[src/hdl/arrc_pkg.sv]
// Constants and types for the rate-of-change, ramp and clamp block
`default_nettype none
package arrc_pkg;
  localparam int ADDR_W = 6;
  localparam logic [5:0] OFS_CTRL = 6'h00;
  localparam logic [5:0] OFS_RAMP_RATE = 6'h04;
  localparam logic [5:0] OFS_HIGH_SCALE = 6'h08;
  localparam logic [5:0] OFS_LOW_SCALE = 6'h0c;
  localparam logic [5:0] OFS_UPPER_LIM = 6'h10;
  localparam logic [5:0] OFS_LOWER_LIM = 6'h14;
  localparam logic [5:0] OFS_ROC_NEG = 6'h18;
  localparam logic [5:0] OFS_ROC_POS = 6'h1c;
  localparam logic [5:0] OFS_ROC_INT = 6'h20;
  localparam logic [5:0] OFS_CMD = 6'h24;
  localparam logic [5:0] OFS_STATUS = 6'h28;
  localparam logic [5:0] OFS_OUTPUT = 6'h2c;
  localparam int CTRL_W = 5;
  localparam int CTRL_CLAMP_EN = 0;
  localparam int CTRL_DIAG_EN = 1;
  localparam int CTRL_FAULT_EN = 2;
  localparam int CTRL_UPPER_ALM = 3;
  localparam int CTRL_LOWER_ALM = 4;
  localparam int ST_ERR_LSB = 8;
  localparam int ST_MODE_LSB = 12;
  localparam int CMD_CH_LSB = 4;
  localparam int CMD_DATA_LSB = 16;
  localparam logic [3:0] OP_CANCEL = 4'h0;
  localparam logic [3:0] OP_TIME = 4'h1;
  localparam logic [3:0] OP_STEP = 4'h2;
  localparam logic [3:0] OP_CLEAR = 4'h3;
  localparam logic [3:0] OUT_CHANNELS = 4'h1;
  localparam logic [2:0] ERR_NONE = 3'h0;
  localparam logic [2:0] ERR_CHAN = 3'h1;
  localparam logic [2:0] ERR_STEP = 3'h2;
  localparam logic [2:0] ERR_TIME = 3'h3;
  localparam logic [2:0] ERR_OP = 3'h4;
  localparam logic [2:0] ERR_CFG = 3'h5;
  typedef enum logic [1:0] {MODE_CFG, MODE_TIME, MODE_STEP} arrc_mode_type;
  localparam int CLK_HZ = 250_000_000;
  localparam int MS_PER_S = 1000;
  localparam int TICK_MS = 1;
  localparam int MS_CYCLES_DEF = CLK_HZ / MS_PER_S * TICK_MS;
  localparam int ROC_MIN_MS = 60;
  localparam int HOLDOFF_MS = 100;
  localparam int RAMP_MIN_MS = 1;
  localparam int RAMP_MAX_S = 32;
  localparam int RAMP_MAX_MS = RAMP_MAX_S * MS_PER_S;
  localparam int STEP_MIN = 1;
  localparam int STEP_MAX = 32000;
  localparam int DIV_STEPS = 17;
  localparam logic signed [15:0] RST_HIGH_SCALE = 16'sh7d00;
  localparam logic signed [15:0] RST_LOW_SCALE = 16'sh0000;
  localparam logic signed [15:0] CLAMP_MARGIN_DEF = 16'sh0100;
  localparam logic signed [17:0] EU_MAX = 18'sh07fff;
  localparam logic signed [17:0] EU_MIN = -18'sh08000;
endpackage
`default_nettype wire

[src/hdl/arrc_top.sv]
// Rate-of-change alarm, output ramp and clamp logic with Avalon-MM registers
// Functional notes
// - Rate is sample difference over elapsed time
// - Falling change uses negative threshold, rising positive
// - Alarm when rate exceeds applicable threshold
// - Diagnostic and fault enables steer alarm reports
// - Compare each interval; reject interval below 60ms
// - Hold off detection 100ms after run/power
// - New ramp from present output on word change
// - Zero ramp rate moves output directly
// - Time mode reaches target in 1ms-32s
// - Step mode moves 1-32000 counts per ms
// - Command mode persists; reconfiguration leaves it alone
// - Cancel returns to configured ramp rate
// - Ramping off snaps output to command
// - Step command during time ramp acts at once
// - Time command restarts ramp from present output
// - Invalid command discarded, error code reported
// - Error stays until clear command or reconfigure
// - Above upper limit: clamp, condition, optional alarm
// - Below lower limit: clamp, condition, optional alarm
// - Clamping off: limits follow scale values
// - Upper above lower, neither more than a margin beyond its scale end
// - Scale change keeps limits; re-enable restores defaults
//
// The address map and the Avalon-MM slave port were chosen for this implementation.
`timescale 1ns/100ps
`default_nettype none
module arrc_top #(
  parameter int MS_CYCLES = arrc_pkg::MS_CYCLES_DEF,
  parameter logic signed [15:0] CLAMP_MARGIN = arrc_pkg::CLAMP_MARGIN_DEF
) (
  // Clock and reset
  input wire logic clk_sys_i,
  input wire logic rst_i,
  // Avalon-MM slave
  input wire logic [arrc_pkg::ADDR_W-1:0] avs_address_i,
  input wire logic avs_read_i,
  input wire logic avs_write_i,
  input wire logic [31:0] avs_writedata_i,
  output logic [31:0] avs_readdata_o,
  output logic avs_waitrequest_o,
  // Input channel
  input wire logic signed [15:0] sample_i,
  input wire logic sample_valid_i,
  input wire logic run_mode_i,
  input wire logic field_power_i,
  // Output channel
  input wire logic signed [15:0] commanded_output_word_i,
  output logic signed [15:0] analog_out_o,
  // Conditions and reports
  output logic clamp_upper_o,
  output logic clamp_lower_o,
  output logic roc_alarm_o,
  output logic diag_report_o,
  output logic fault_report_o,
  output logic [2:0] err_code_o
);
  import arrc_pkg::*;
  localparam int MS_W = $clog2(MS_CYCLES);

  function automatic logic signed [15:0] sat16(input logic signed [17:0] v);
    if (v > EU_MAX) return EU_MAX[15:0];
    if (v < EU_MIN) return EU_MIN[15:0];
    return v[15:0];
  endfunction

  function automatic logic signed [17:0] ext18(input logic signed [15:0] v);
    return {{2{v[15]}}, v};
  endfunction

  // Bus handshake: one wait cycle, then answer
  logic wr_acc;
  logic [31:0] rd_mux;
  assign wr_acc = avs_write_i && !avs_waitrequest_o;

  always_ff @(posedge clk_sys_i or posedge rst_i) begin
    if (rst_i) begin
      avs_waitrequest_o <= 1'b1;
    end else if ((avs_read_i || avs_write_i) && avs_waitrequest_o) begin
      avs_waitrequest_o <= 1'b0;
    end else begin
      avs_waitrequest_o <= 1'b1;
    end
  end

  always_ff @(posedge clk_sys_i or posedge rst_i) begin
    if (rst_i) begin
      avs_readdata_o <= 32'h0;
    end else if (avs_read_i && avs_waitrequest_o) begin
      avs_readdata_o <= rd_mux;
    end
  end

  // Configuration registers
  logic [CTRL_W-1:0] ctrl;
  logic [15:0] cfg_ramp_rate;
  logic signed [15:0] high_scale;
  logic signed [15:0] low_scale;
  logic signed [15:0] upper_lim;
  logic signed [15:0] lower_lim;
  logic [15:0] roc_neg_thr;
  logic [15:0] roc_pos_thr;
  logic [15:0] roc_interval;
  logic [15:0] wdata16;
  logic cfg_wr;
  logic clamp_en;
  logic clamp_en_q;
  logic signed [17:0] heu;
  logic signed [17:0] leu;
  logic up_ok;
  logic lo_ok;
  logic int_ok;
  assign wdata16 = avs_writedata_i[15:0];
  assign clamp_en = ctrl[CTRL_CLAMP_EN];
  assign cfg_wr = wr_acc && avs_address_i <= OFS_ROC_INT && avs_address_i[1:0] == 2'h0;
  assign heu = ext18(high_scale) + ext18(CLAMP_MARGIN);
  assign leu = ext18(low_scale) - ext18(CLAMP_MARGIN);
  assign up_ok = clamp_en && $signed(wdata16) > lower_lim && ext18(wdata16) <= heu;
  assign lo_ok = clamp_en && $signed(wdata16) < upper_lim && ext18(wdata16) >= leu;
  assign int_ok = wdata16 >= 16'(ROC_MIN_MS);

  always_ff @(posedge clk_sys_i or posedge rst_i) begin
    if (rst_i) begin
      ctrl <= '0;
      cfg_ramp_rate <= 16'h0;
      high_scale <= RST_HIGH_SCALE;
      low_scale <= RST_LOW_SCALE;
      roc_neg_thr <= 16'h0;
      roc_pos_thr <= 16'h0;
      roc_interval <= 16'(ROC_MIN_MS);
    end else if (wr_acc) begin
      case (avs_address_i)
        OFS_CTRL: ctrl <= avs_writedata_i[CTRL_W-1:0];
        OFS_RAMP_RATE: cfg_ramp_rate <= wdata16;
        OFS_HIGH_SCALE: high_scale <= wdata16;
        OFS_LOW_SCALE: low_scale <= wdata16;
        OFS_ROC_NEG: roc_neg_thr <= wdata16;
        OFS_ROC_POS: roc_pos_thr <= wdata16;
        OFS_ROC_INT: if (int_ok) roc_interval <= wdata16;
        default: ;
      endcase
    end
  end

  // Clamp limits
  always_ff @(posedge clk_sys_i or posedge rst_i) begin
    if (rst_i) begin
      clamp_en_q <= 1'b0;
      upper_lim <= RST_HIGH_SCALE;
      lower_lim <= RST_LOW_SCALE;
    end else begin
      clamp_en_q <= clamp_en;
      if (!clamp_en) begin
        upper_lim <= high_scale;
        lower_lim <= low_scale;
      end else if (!clamp_en_q) begin
        upper_lim <= sat16(heu);
        lower_lim <= sat16(leu);
      end else if (wr_acc && avs_address_i == OFS_UPPER_LIM && up_ok) begin
        upper_lim <= wdata16;
      end else if (wr_acc && avs_address_i == OFS_LOWER_LIM && lo_ok) begin
        lower_lim <= wdata16;
      end
    end
  end

  // Host command decode
  logic cmd_wr;
  logic [3:0] cmd_op;
  logic [3:0] cmd_ch;
  logic [15:0] cmd_data;
  logic cmd_ok;
  logic [2:0] err_new;
  logic err_clr;
  assign cmd_wr = wr_acc && avs_address_i == OFS_CMD;
  assign cmd_op = avs_writedata_i[3:0];
  assign cmd_ch = avs_writedata_i[CMD_CH_LSB+3:CMD_CH_LSB];
  assign cmd_data = avs_writedata_i[CMD_DATA_LSB+15:CMD_DATA_LSB];

  always_comb begin
    err_new = ERR_NONE;
    if (cmd_wr) begin
      if (cmd_op > OP_CLEAR) begin
        err_new = ERR_OP;
      end else if (cmd_op != OP_CLEAR && cmd_ch >= OUT_CHANNELS) begin
        err_new = ERR_CHAN;
      end else if (cmd_op == OP_STEP
                   && (cmd_data < 16'(STEP_MIN) || cmd_data > 16'(STEP_MAX))) begin
        err_new = ERR_STEP;
      end else if (cmd_op == OP_TIME
                   && (cmd_data < 16'(RAMP_MIN_MS) || cmd_data > 16'(RAMP_MAX_MS))) begin
        err_new = ERR_TIME;
      end
    end else if (wr_acc) begin
      if ((avs_address_i == OFS_UPPER_LIM && !up_ok)
          || (avs_address_i == OFS_LOWER_LIM && !lo_ok)
          || (avs_address_i == OFS_ROC_INT && !int_ok)) begin
        err_new = ERR_CFG;
      end
    end
  end

  assign cmd_ok = cmd_wr && err_new == ERR_NONE;
  assign err_clr = (cmd_ok && cmd_op == OP_CLEAR) || cfg_wr;

  always_ff @(posedge clk_sys_i or posedge rst_i) begin
    if (rst_i) begin
      err_code_o <= ERR_NONE;
    end else if (err_new != ERR_NONE) begin
      err_code_o <= err_new;
    end else if (err_clr) begin
      err_code_o <= ERR_NONE;
    end
  end

  // Ramp mode, kept apart from configuration writes
  arrc_mode_type mode;
  logic [15:0] cmd_time;
  logic [15:0] cmd_step;
  always_ff @(posedge clk_sys_i or posedge rst_i) begin
    if (rst_i) begin
      mode <= MODE_CFG;
      cmd_time <= 16'h0;
      cmd_step <= 16'h0;
    end else if (cmd_ok) begin
      case (cmd_op)
        OP_CANCEL: mode <= MODE_CFG;
        OP_TIME: begin
          mode <= MODE_TIME;
          cmd_time <= cmd_data;
        end
        OP_STEP: begin
          mode <= MODE_STEP;
          cmd_step <= cmd_data;
        end
        default: ;
      endcase
    end
  end

  // Millisecond tick
  logic [MS_W-1:0] ms_cnt;
  logic ms_tick;
  always_ff @(posedge clk_sys_i or posedge rst_i) begin
    if (rst_i) begin
      ms_cnt <= '0;
      ms_tick <= 1'b0;
    end else begin
      ms_tick <= ms_cnt == MS_W'(MS_CYCLES - 1);
      ms_cnt <= (ms_cnt == MS_W'(MS_CYCLES - 1)) ? '0 : ms_cnt + 1'b1;
    end
  end

  // Step size for time mode: ceiling of distance over ramp time
  logic signed [15:0] target;
  logic signed [15:0] ramp_val;
  logic signed [15:0] cmd_word_q;
  logic signed [15:0] next_tgt;
  logic signed [17:0] tgt_dist;
  logic word_chg;
  logic div_go;
  logic div_busy;
  logic [4:0] div_cnt;
  logic [16:0] div_num;
  logic [16:0] div_rem;
  logic [16:0] div_den;
  logic [16:0] rem_sh;
  logic [16:0] time_step;
  assign word_chg = commanded_output_word_i != cmd_word_q;
  assign next_tgt = word_chg ? commanded_output_word_i : target;
  assign tgt_dist = ext18(next_tgt) - ext18(ramp_val);
  assign div_go = (word_chg && mode == MODE_TIME) || (cmd_ok && cmd_op == OP_TIME);
  assign rem_sh = {div_rem[15:0], div_num[16]};

  always_ff @(posedge clk_sys_i or posedge rst_i) begin
    if (rst_i) begin
      div_busy <= 1'b0;
      div_cnt <= 5'h0;
      div_num <= 17'h0;
      div_rem <= 17'h0;
      div_den <= 17'h1;
      time_step <= 17'h0;
    end else if (div_go) begin
      div_busy <= 1'b1;
      div_cnt <= 5'(DIV_STEPS);
      div_num <= tgt_dist[17] ? 17'(-tgt_dist) : tgt_dist[16:0];
      div_rem <= 17'h0;
      div_den <= {1'b0, (cmd_ok && cmd_op == OP_TIME) ? cmd_data : cmd_time};
    end else if (div_busy && div_cnt != 5'h0) begin
      div_cnt <= div_cnt - 5'h1;
      if (rem_sh >= div_den) begin
        div_rem <= rem_sh - div_den;
        div_num <= {div_num[15:0], 1'b1};
      end else begin
        div_rem <= rem_sh;
        div_num <= {div_num[15:0], 1'b0};
      end
    end else if (div_busy) begin
      div_busy <= 1'b0;
      time_step <= div_num + {16'h0, div_rem != 17'h0};
    end
  end

  // Ramp generator
  logic [16:0] eff_step;
  logic signed [17:0] r_diff;
  logic signed [17:0] r_step;
  logic signed [15:0] next_ramp;
  logic ramp_hold;
  // Only a time-mode ramp waits for the divider
  assign ramp_hold = div_busy && mode == MODE_TIME;
  always_comb begin
    case (mode)
      MODE_CFG: eff_step = {1'b0, cfg_ramp_rate};
      MODE_TIME: eff_step = time_step;
      MODE_STEP: eff_step = {1'b0, cmd_step};
      default: eff_step = 17'h0;
    endcase
    r_diff = ext18(target) - ext18(ramp_val);
    r_step = {1'b0, eff_step};
    if (r_diff > r_step) begin
      next_ramp = 16'(ext18(ramp_val) + r_step);
    end else if (r_diff < -r_step) begin
      next_ramp = 16'(ext18(ramp_val) - r_step);
    end else begin
      next_ramp = target;
    end
  end

  always_ff @(posedge clk_sys_i or posedge rst_i) begin
    if (rst_i) begin
      cmd_word_q <= 16'sh0;
      target <= 16'sh0;
      ramp_val <= 16'sh0;
    end else begin
      cmd_word_q <= commanded_output_word_i;
      if (word_chg) target <= commanded_output_word_i;
      if (eff_step == 17'h0 && !ramp_hold) begin
        ramp_val <= target;
      end else if (ms_tick && !ramp_hold) begin
        ramp_val <= next_ramp;
      end
    end
  end

  // Clamping of the ramp output and clamp conditions
  logic hi_cond;
  logic lo_cond;
  logic hi_alm;
  logic lo_alm;
  logic rpt_path;
  assign hi_cond = clamp_en && target > upper_lim;
  assign lo_cond = clamp_en && target < lower_lim;
  assign rpt_path = ctrl[CTRL_DIAG_EN] || ctrl[CTRL_FAULT_EN];
  assign hi_alm = hi_cond && !clamp_upper_o && ctrl[CTRL_UPPER_ALM] && rpt_path;
  assign lo_alm = lo_cond && !clamp_lower_o && ctrl[CTRL_LOWER_ALM] && rpt_path;

  always_ff @(posedge clk_sys_i or posedge rst_i) begin
    if (rst_i) begin
      analog_out_o <= 16'sh0;
      clamp_upper_o <= 1'b0;
      clamp_lower_o <= 1'b0;
    end else begin
      clamp_upper_o <= hi_cond;
      clamp_lower_o <= lo_cond;
      if (ramp_val > upper_lim) begin
        analog_out_o <= upper_lim;
      end else if (ramp_val < lower_lim) begin
        analog_out_o <= lower_lim;
      end else begin
        analog_out_o <= ramp_val;
      end
    end
  end

  // Rate-of-change detection
  logic run_q;
  logic pwr_q;
  logic restart;
  logic [6:0] holdoff;
  logic [15:0] roc_cnt;
  logic roc_eval;
  logic signed [15:0] latest;
  logic signed [15:0] prev;
  logic prev_valid;
  logic signed [16:0] s_diff;
  logic [16:0] s_mag;
  logic [31:0] lhs;
  logic [31:0] rhs_neg;
  logic [31:0] rhs_pos;
  logic roc_en;
  logic neg_hit;
  logic pos_hit;
  assign restart = (run_mode_i && !run_q) || (field_power_i && !pwr_q);
  assign roc_eval = ms_tick && holdoff == 7'h0 && roc_cnt == roc_interval - 16'h1;
  assign s_diff = {latest[15], latest} - {prev[15], prev};
  assign s_mag = s_diff[16] ? 17'(-s_diff) : 17'(s_diff);
  assign lhs = 32'(s_mag) * 32'(MS_PER_S);
  assign rhs_neg = 32'(roc_neg_thr) * 32'(roc_interval);
  assign rhs_pos = 32'(roc_pos_thr) * 32'(roc_interval);
  assign roc_en = roc_neg_thr != 16'h0 || roc_pos_thr != 16'h0;
  assign neg_hit = roc_eval && prev_valid && roc_en && s_diff[16] && lhs > rhs_neg;
  assign pos_hit = roc_eval && prev_valid && roc_en && !s_diff[16] && lhs > rhs_pos;

  always_ff @(posedge clk_sys_i or posedge rst_i) begin
    if (rst_i) begin
      run_q <= 1'b0;
      pwr_q <= 1'b0;
      holdoff <= 7'(HOLDOFF_MS);
      roc_cnt <= 16'h0;
    end else begin
      run_q <= run_mode_i;
      pwr_q <= field_power_i;
      if (restart) begin
        holdoff <= 7'(HOLDOFF_MS);
        roc_cnt <= 16'h0;
      end else if (ms_tick) begin
        if (holdoff != 7'h0) holdoff <= holdoff - 7'h1;
        roc_cnt <= (roc_eval || holdoff != 7'h0) ? 16'h0 : roc_cnt + 16'h1;
      end
    end
  end

  always_ff @(posedge clk_sys_i or posedge rst_i) begin
    if (rst_i) begin
      latest <= 16'sh0;
      prev <= 16'sh0;
      prev_valid <= 1'b0;
    end else begin
      if (sample_valid_i) latest <= sample_i;
      if (restart) begin
        prev_valid <= 1'b0;
      end else if (roc_eval) begin
        prev <= latest;
        prev_valid <= 1'b1;
      end
    end
  end

  // Alarm reports and sticky status, set wins over clear
  logic [3:0] sticky;
  logic [3:0] st_set;
  logic [3:0] st_clr;
  assign st_set = {lo_alm, hi_alm, pos_hit, neg_hit};
  assign st_clr = (wr_acc && avs_address_i == OFS_STATUS) ? avs_writedata_i[3:0] : 4'h0;

  always_ff @(posedge clk_sys_i or posedge rst_i) begin
    if (rst_i) begin
      sticky <= 4'h0;
      roc_alarm_o <= 1'b0;
      diag_report_o <= 1'b0;
      fault_report_o <= 1'b0;
    end else begin
      sticky <= (sticky & ~st_clr) | st_set;
      roc_alarm_o <= neg_hit || pos_hit;
      diag_report_o <= ctrl[CTRL_DIAG_EN] && st_set != 4'h0;
      fault_report_o <= ctrl[CTRL_FAULT_EN] && st_set != 4'h0;
    end
  end

  always_comb begin
    case (avs_address_i)
      OFS_CTRL: rd_mux = {27'h0, ctrl};
      OFS_RAMP_RATE: rd_mux = {16'h0, cfg_ramp_rate};
      OFS_HIGH_SCALE: rd_mux = {16'h0, high_scale};
      OFS_LOW_SCALE: rd_mux = {16'h0, low_scale};
      OFS_UPPER_LIM: rd_mux = {16'h0, upper_lim};
      OFS_LOWER_LIM: rd_mux = {16'h0, lower_lim};
      OFS_ROC_NEG: rd_mux = {16'h0, roc_neg_thr};
      OFS_ROC_POS: rd_mux = {16'h0, roc_pos_thr};
      OFS_ROC_INT: rd_mux = {16'h0, roc_interval};
      OFS_STATUS: rd_mux = {18'h0, mode, 1'b0, err_code_o, 4'h0, sticky};
      OFS_OUTPUT: rd_mux = {16'h0, analog_out_o};
      default: rd_mux = 32'h0;
    endcase
  end
endmodule // arrc_top
`default_nettype wire

[config.mk]
export PLATFORM = sky130hd
export DESIGN_NAME = arrc_top
export DESIGN_NICKNAME = d
export VERILOG_FILES = /design/src/hdl/arrc_pkg.sv /design/src/hdl/arrc_top.sv
export SDC_FILE = /design/constraint.sdc
export NUM_CORES = 2
export LEC_CHECK = 0
export ABC_AREA = 1
export BUFFER_PORTS_ARGS = -buffer_cell sky130_fd_sc_hd__buf_2
export CELL_PAD_IN_SITES_DETAIL_PLACEMENT = 1
export CELL_PAD_IN_SITES_GLOBAL_PLACEMENT = 1
export CORE_MARGIN = 4
export CORE_UTILIZATION = 39
export CTS_CLUSTER_SIZE = 28
export DETAILED_ROUTE_END_ITERATION = 6
export PLACE_DENSITY = 0.71
export SLEW_MARGIN = 20
export SYNTH_ARGS = -nofsm -noshare
export SYNTH_HDL_FRONTEND = slang
export SYNTH_SLANG_ARGS = --single-unit
[constraint.sdc]
create_clock -name clk_sys_i -period 13.6 [get_ports clk_sys_i]
set_input_delay 2.72 -clock clk_sys_i [delete_from_list [all_inputs] [get_ports clk_sys_i]]
set_output_delay 2.72 -clock clk_sys_i [all_outputs]
set_load 0.02 [all_outputs]
# Yosys cells after proc, flatten, opt, wreduce, memory -nomap -nowiden
# Index checks and enable logic that the tools add are counted.
[word_totals]
register_bits = 427
latch_bits = 0
ram_bits = 0
rom_bits = 0
input_bits = 77
out_inout_bits = 57
elab_cells = 291
n_memories = 0
[classes]
add_sub_neg = 17
n_mul = 3
div = 0
magnitude_cmp = 23
n_eq_ne = 24
shift = 0
n_mux = 72
bitwise = 6
n_reduce_logical = 105
[op_table]
columns = ["operator", "count"]
rows = [
  ["16-bit two-way mux", 26],
  ["16-bit one-hot mux with 11 select lines", 1],
  ["17-bit two-way mux", 7],
  ["27-bit by 32-bit greater-than comparator with 1-bit output", 2],
  ["16-bit by 16-bit multiplier with 32-bit output", 2],
  ["17-bit one-hot mux with 3 select lines", 1],
  ["16-bit by 16-bit subtractor with 17-bit output", 3],
  ["1-bit logical AND", 49],
  ["16-bit greater-than comparator", 3],
  ["16-bit < comparator", 3],
  ["17-bit by 16-bit greater-than comparator with 1-bit output (second input constant)", 2],
  ["17-bit by 16-bit < comparator with 1-bit output (second input constant)", 2],
  ["17-bit negator", 2],
  ["16-bit nonzero test", 2],
  ["6-bit by 5-bit == test with 1-bit output (second input constant)", 4],
  ["6-bit == test (second input constant)", 4],
  ["17-bit by 7-bit multiplier with 24-bit output (second input constant)", 1],
  ["2-bit AND reduction", 12],
  ["7-bit two-way mux", 3],
  ["1-bit two-way mux", 20],
  ["18-bit by 1-bit adder with 18-bit output (second input constant)", 1],
  ["18-bit == test (second input constant)", 1],
  ["17-bit by 18-bit greater-than comparator with 1-bit output", 1],
  ["17-bit by 18-bit < comparator with 1-bit output", 1],
  ["other kinds (57)", 97],
]

# Logic depth before layout (Yosys ltp)
[depth]
ltp_word = 16
depth_mapped = 50
mapped_depth_nobuf = 49

# Worst setup path after synthesis
# Ideal clock, no wire load.
[synth_timing]
path_kind = "register to register"
startpoint = "reg latest[0]"
endpoint = "reg roc_alarm_o"
setup_ns = 0.118
t_arrival_ns = 6.952
required_time_ns = 13.482
path_slack_ns = 6.530
stages_incl_launch_ff = 41
path_buffers = 1
period_less_slack_ns = 7.070
path_cell_list = "dfrtp_1 inv_1 ha_1 fa_1 inv_1 nand2_1 nand2_1 nand2_1 nor2_2 nand2_1 nor2_2 nand3_1 nor2_1 nand2_1 nor3_1 nand3_1 nand2_1 xor2_1 [5 not listed] fa_1 inv_1 ha_1 clkbuf_1 a21oi_1 o21ai_0 o21bai_1 xor2_1 ha_1 nand2_1 inv_1 nand3_1 nor4_1 nand3_1 nor4_1 nand3b_1 nand4_1 nand2_1"
[synth_via]
elab_chain_cells = 7
word_cells_on_any_way = 12
cone_classes = "add/sub: 2; mul: 1; order compare: 2; mux: 1; reduce/logical: 6"
[synth_rtl]
columns = ["item", "line", "rtl"]
rows = [
  ["start, declared", "arrc_top.sv:384", "logic signed [15:0] latest;"],
  ["start signal, assigned", "arrc_top.sv:431", "if (sample_valid_i) latest <= sample_i;"],
  ["16-bit by 16-bit subtractor with 17-bit output *", "arrc_top.sv:397", "assign s_diff = {latest[15], latest} - {prev[15], prev};"],
  ["17-bit negator", "arrc_top.sv:398", "assign s_mag = s_diff[16] ? 17'(-s_diff) : 17'(s_diff);"],
  ["17-bit two-way mux", "arrc_top.sv:398", ""],
  ["17-bit by 7-bit multiplier with 24-bit output", "arrc_top.sv:399", "assign lhs = 32'(s_mag) * 32'(MS_PER_S);"],
  ["27-bit by 32-bit greater-than comparator with 1-bit output, on equally long branches", "arrc_top.sv:403, arrc_top.sv:404", ""],
  ["1-bit logical AND, on equally long branches", "arrc_top.sv:403, arrc_top.sv:404", ""],
  ["1-bit logical OR *", "arrc_top.sv:456", "roc_alarm_o <= neg_hit || pos_hit;"],
  ["end signal, assigned", "arrc_top.sv:456", ""],
  ["end, declared", "arrc_top.sv:54", "output logic roc_alarm_o,"],
]
# Every way passes the cells marked *; elsewhere a longest branch is shown, timed or not.
# A chain may end at the register's enable or synchronous reset.

# Worst setup path in the final report
# Same ends and word-level chain as after synthesis.

==> reports/metrics.cfg <==
[grt]
grt_remaining_overflow=0
first_global_vias=50300
antenna_found_initial=13
grt_max_degree=155
grt_pass1_wl_um=292000
gr-usage-all-layers=0.270

[worst_setup_path]
slowest_delay_ps=560
crit_slowest_cell=fa_1
cp-startpoint=latest[0]
path_common_cell=nand2_1
crit_required_ps=14170
r2r-start=latest[0]
end_kind=register
cp_max_fo=7
r2r_slack_ps=5390
start_kind=register
regToRegEndpoint=roc_alarm_o
worstSetupPathType=register to register
crit_end=roc_alarm_o
worst_ep_arrival_time_ps=8770
rr_worst_depth=39

[floorplanning]
die_h_um=372
io_pins=134
die_area_um2=138000
core_area_um2=132000
initial_core_util=0.393
die_w_um=372
rows=133

[timing]
setup_violations=0
fmax_ghz=0.122
setup_ws_ps=5390
post-route-min-period_ps=8210
grt_setup_unrepaired=no
slew_violations=0
setup_tns_ps=0
tightest_slew_ps=1110
fin_worst_skew_ps=57.1
slew_headroom=0.257
hold_violations=0
period_share=0.603

[cts]
cts_buffer_depth=3
clk_latency_ps=680
cts_hold_buf=0
cts.repair.resized=0
cts_tree=built
cts_buffers=50
root_buffer=clkbuf_16
clk_pin_slew_ps=70
post_cts_buffers=0
clkSinkCount=411
ctsHtreeMaxLevel=2

[logic_synthesis]
synth-simple-area-share=0.212
synthFlopType=dfrtp_1
synthTopCellsByArea=dfrtp_1 (19%), fa_1 (17%), ha_1 (14%)
synth_top_cell_by_area=dfrtp_1
synth_fa_ha_area_frac=0.309
synthDistinctLibCells=77
yosysWarnings=0
ys_seq_elements=411
postSynthCellCount=6894
synth_compound_area_frac=0.113
ys_seq_area_frac=0.199
synth_top_family_by_area=adder cells
syn_area_um2=51700
synth.avg_cell_area_um2=7.50
yosysMostFrequentCell=nand2_1
ys_top_cells_by_count=nand2_1 (1,715), inv_1 (1,293), ha_1 (570), fa_1 (441), dfrtp_1 (390)
synth_xor_area_frac=0.0468
synth_top_area_frac=0.189
async_flop_share=1.00
synth_edf_count=0
synthMuxAreaShare=0.00215

[final_layout]
final_net_count=7961
area.sequential_um2=10300
final_util=0.423
drive_above_1_share=0.0583
fillers=16400
area_delta_synth_final_pct=7.78
multi_input_area_um2=35400

[placement]
io_buffers=117
gp_congestion=0.936
pre_cts_slack_ps=5430
dp_hpwl_um=150000

[pwr]
ir_drop_uv=258
powerDensity_nw_per_um2=198
p_leak_nw=29.8

[route]
drt_iter0_markers=2876
wirelength_um=187000
final_antenna_net_count=0
drt_first_pass_iters=6
via_count=46800
drc=0
via_per_inst=5.40
wl_per_cell_um=21.5

[worst_hold_path]
hold_class=register to register
whs_path_depth=1

[status]
run_status=completed

[flow_run]
cap_violations=0

==> placed cells by master (no fill, tap or decap), types with 10 or more instances in the layout <==
master     count
a21oi_1      320
conb_1        16
o221ai_1      41
xnor2_1       79
nor2_2        15
clkinv_2      11
o21bai_1      20
fa_1         441
xor2_1       175
dfrtp_1      390
nand2_2       18
o21ai_0      367
buf_4         53
nor3_2        10
o22ai_1       48
ha_1         570
or2_2         16
nor3_1        58
nor4_1        32
o21ai_1       30
inv_1       1292
a31oi_1       24
mux2i_1       10
o21a_1        12
clkbuf_16     50
a21o_1        16
a221oi_1      24
o211ai_1      41
nand3_1      259
buf_2        117
inv_2         19
bufinv_16     10
nand4_1      109
nor2_1       330
nand3b_1      11
nand2_1     1713
o31ai_1       11
dfstp_2       21
==> layer usage <==
metal,vias up,global-route usage,wire (um)
li1,21800,-,-
met3,331,0.0285,8080
met2,1086,0.477,91400
met5,-,0,51
met4,8,0.103,8110
met1,23600,0.339,79200
==> worst min-delay path by stage <==
stage	slack, ps	to	startpoint
2_1_floorplan	430	clamp_en_q	ctrl[0]
3_3_place_gp	450	ms_cnt[0]	ms_cnt[0]
3_5_place_dp	460	cmd_time[13]	cmd_time[13]
4_1_cts	470	cmd_time[13]	cmd_time[13]
5_1_grt	490	cmd_time[13]	cmd_time[13]
6_report	470	ms_cnt[0]	ms_cnt[0]
==> per-stage QoR <==
step,std cells,hold WS [ps],power (mW),area [um2]
after CTS,8667,473,11.1,55700
final,8672,465,11.0,55700
after global placement,8576,447,9.20,53900
after global routing,8667,488,12.3,55700
after detailed placement,8576,457,9.47,53900
after floorplan,6909,428,7.31,51800
==> area by class of cell <==
type	instances	share of cell area
clock buffers	64	0.0246
multi-input cells	4922	0.635
flip-flops and latches	411	0.185
diodes	5	0.000224
clock inverters	27	0.00822
inverters	1316	0.0887
repair buffers	172	0.0184
well taps	1755	0.0394
==> power by group <==
part	switching (mW)	total, mW	internal [mW]
logic	4.91	7.77	2.85
clock network	0.622	1.53	0.909
registers	0.326	1.73	1.41
total	5.86	11.0	5.17
==> worst max-delay path, delay by kind of cell (launching register included) <==
kind,cells,cell delay [ps]
flip-flops,1,320
AO/OA/AOI/OAI,3,520
adder cells (fa/ha/maj),8,3160
buffers and inverters,6,580
XOR/XNOR,2,600
AND/OR/NAND/NOR,20,2920
==> logic make-up (layout without fill, tap and decap cells) <==
family | Yosys count | in the layout
simple gates | 2609 | 2609
buf+inv | 1576 | 1579
fa+ha+maj | 1011 | 1011
compound gates | 1010 | 1010
flops | 411 | 411
xor+xnor | 265 | 265
mux | 11 | 11
other cells | 1 | 21
==> registers in the layout, summed over array words and instances (netlist names), 17 cells and up <==
signal and cells:
ms_cnt 18, time_step 17, div_rem 17, div_num 17
No activity file was read; power rests on OpenSTA's default activity.
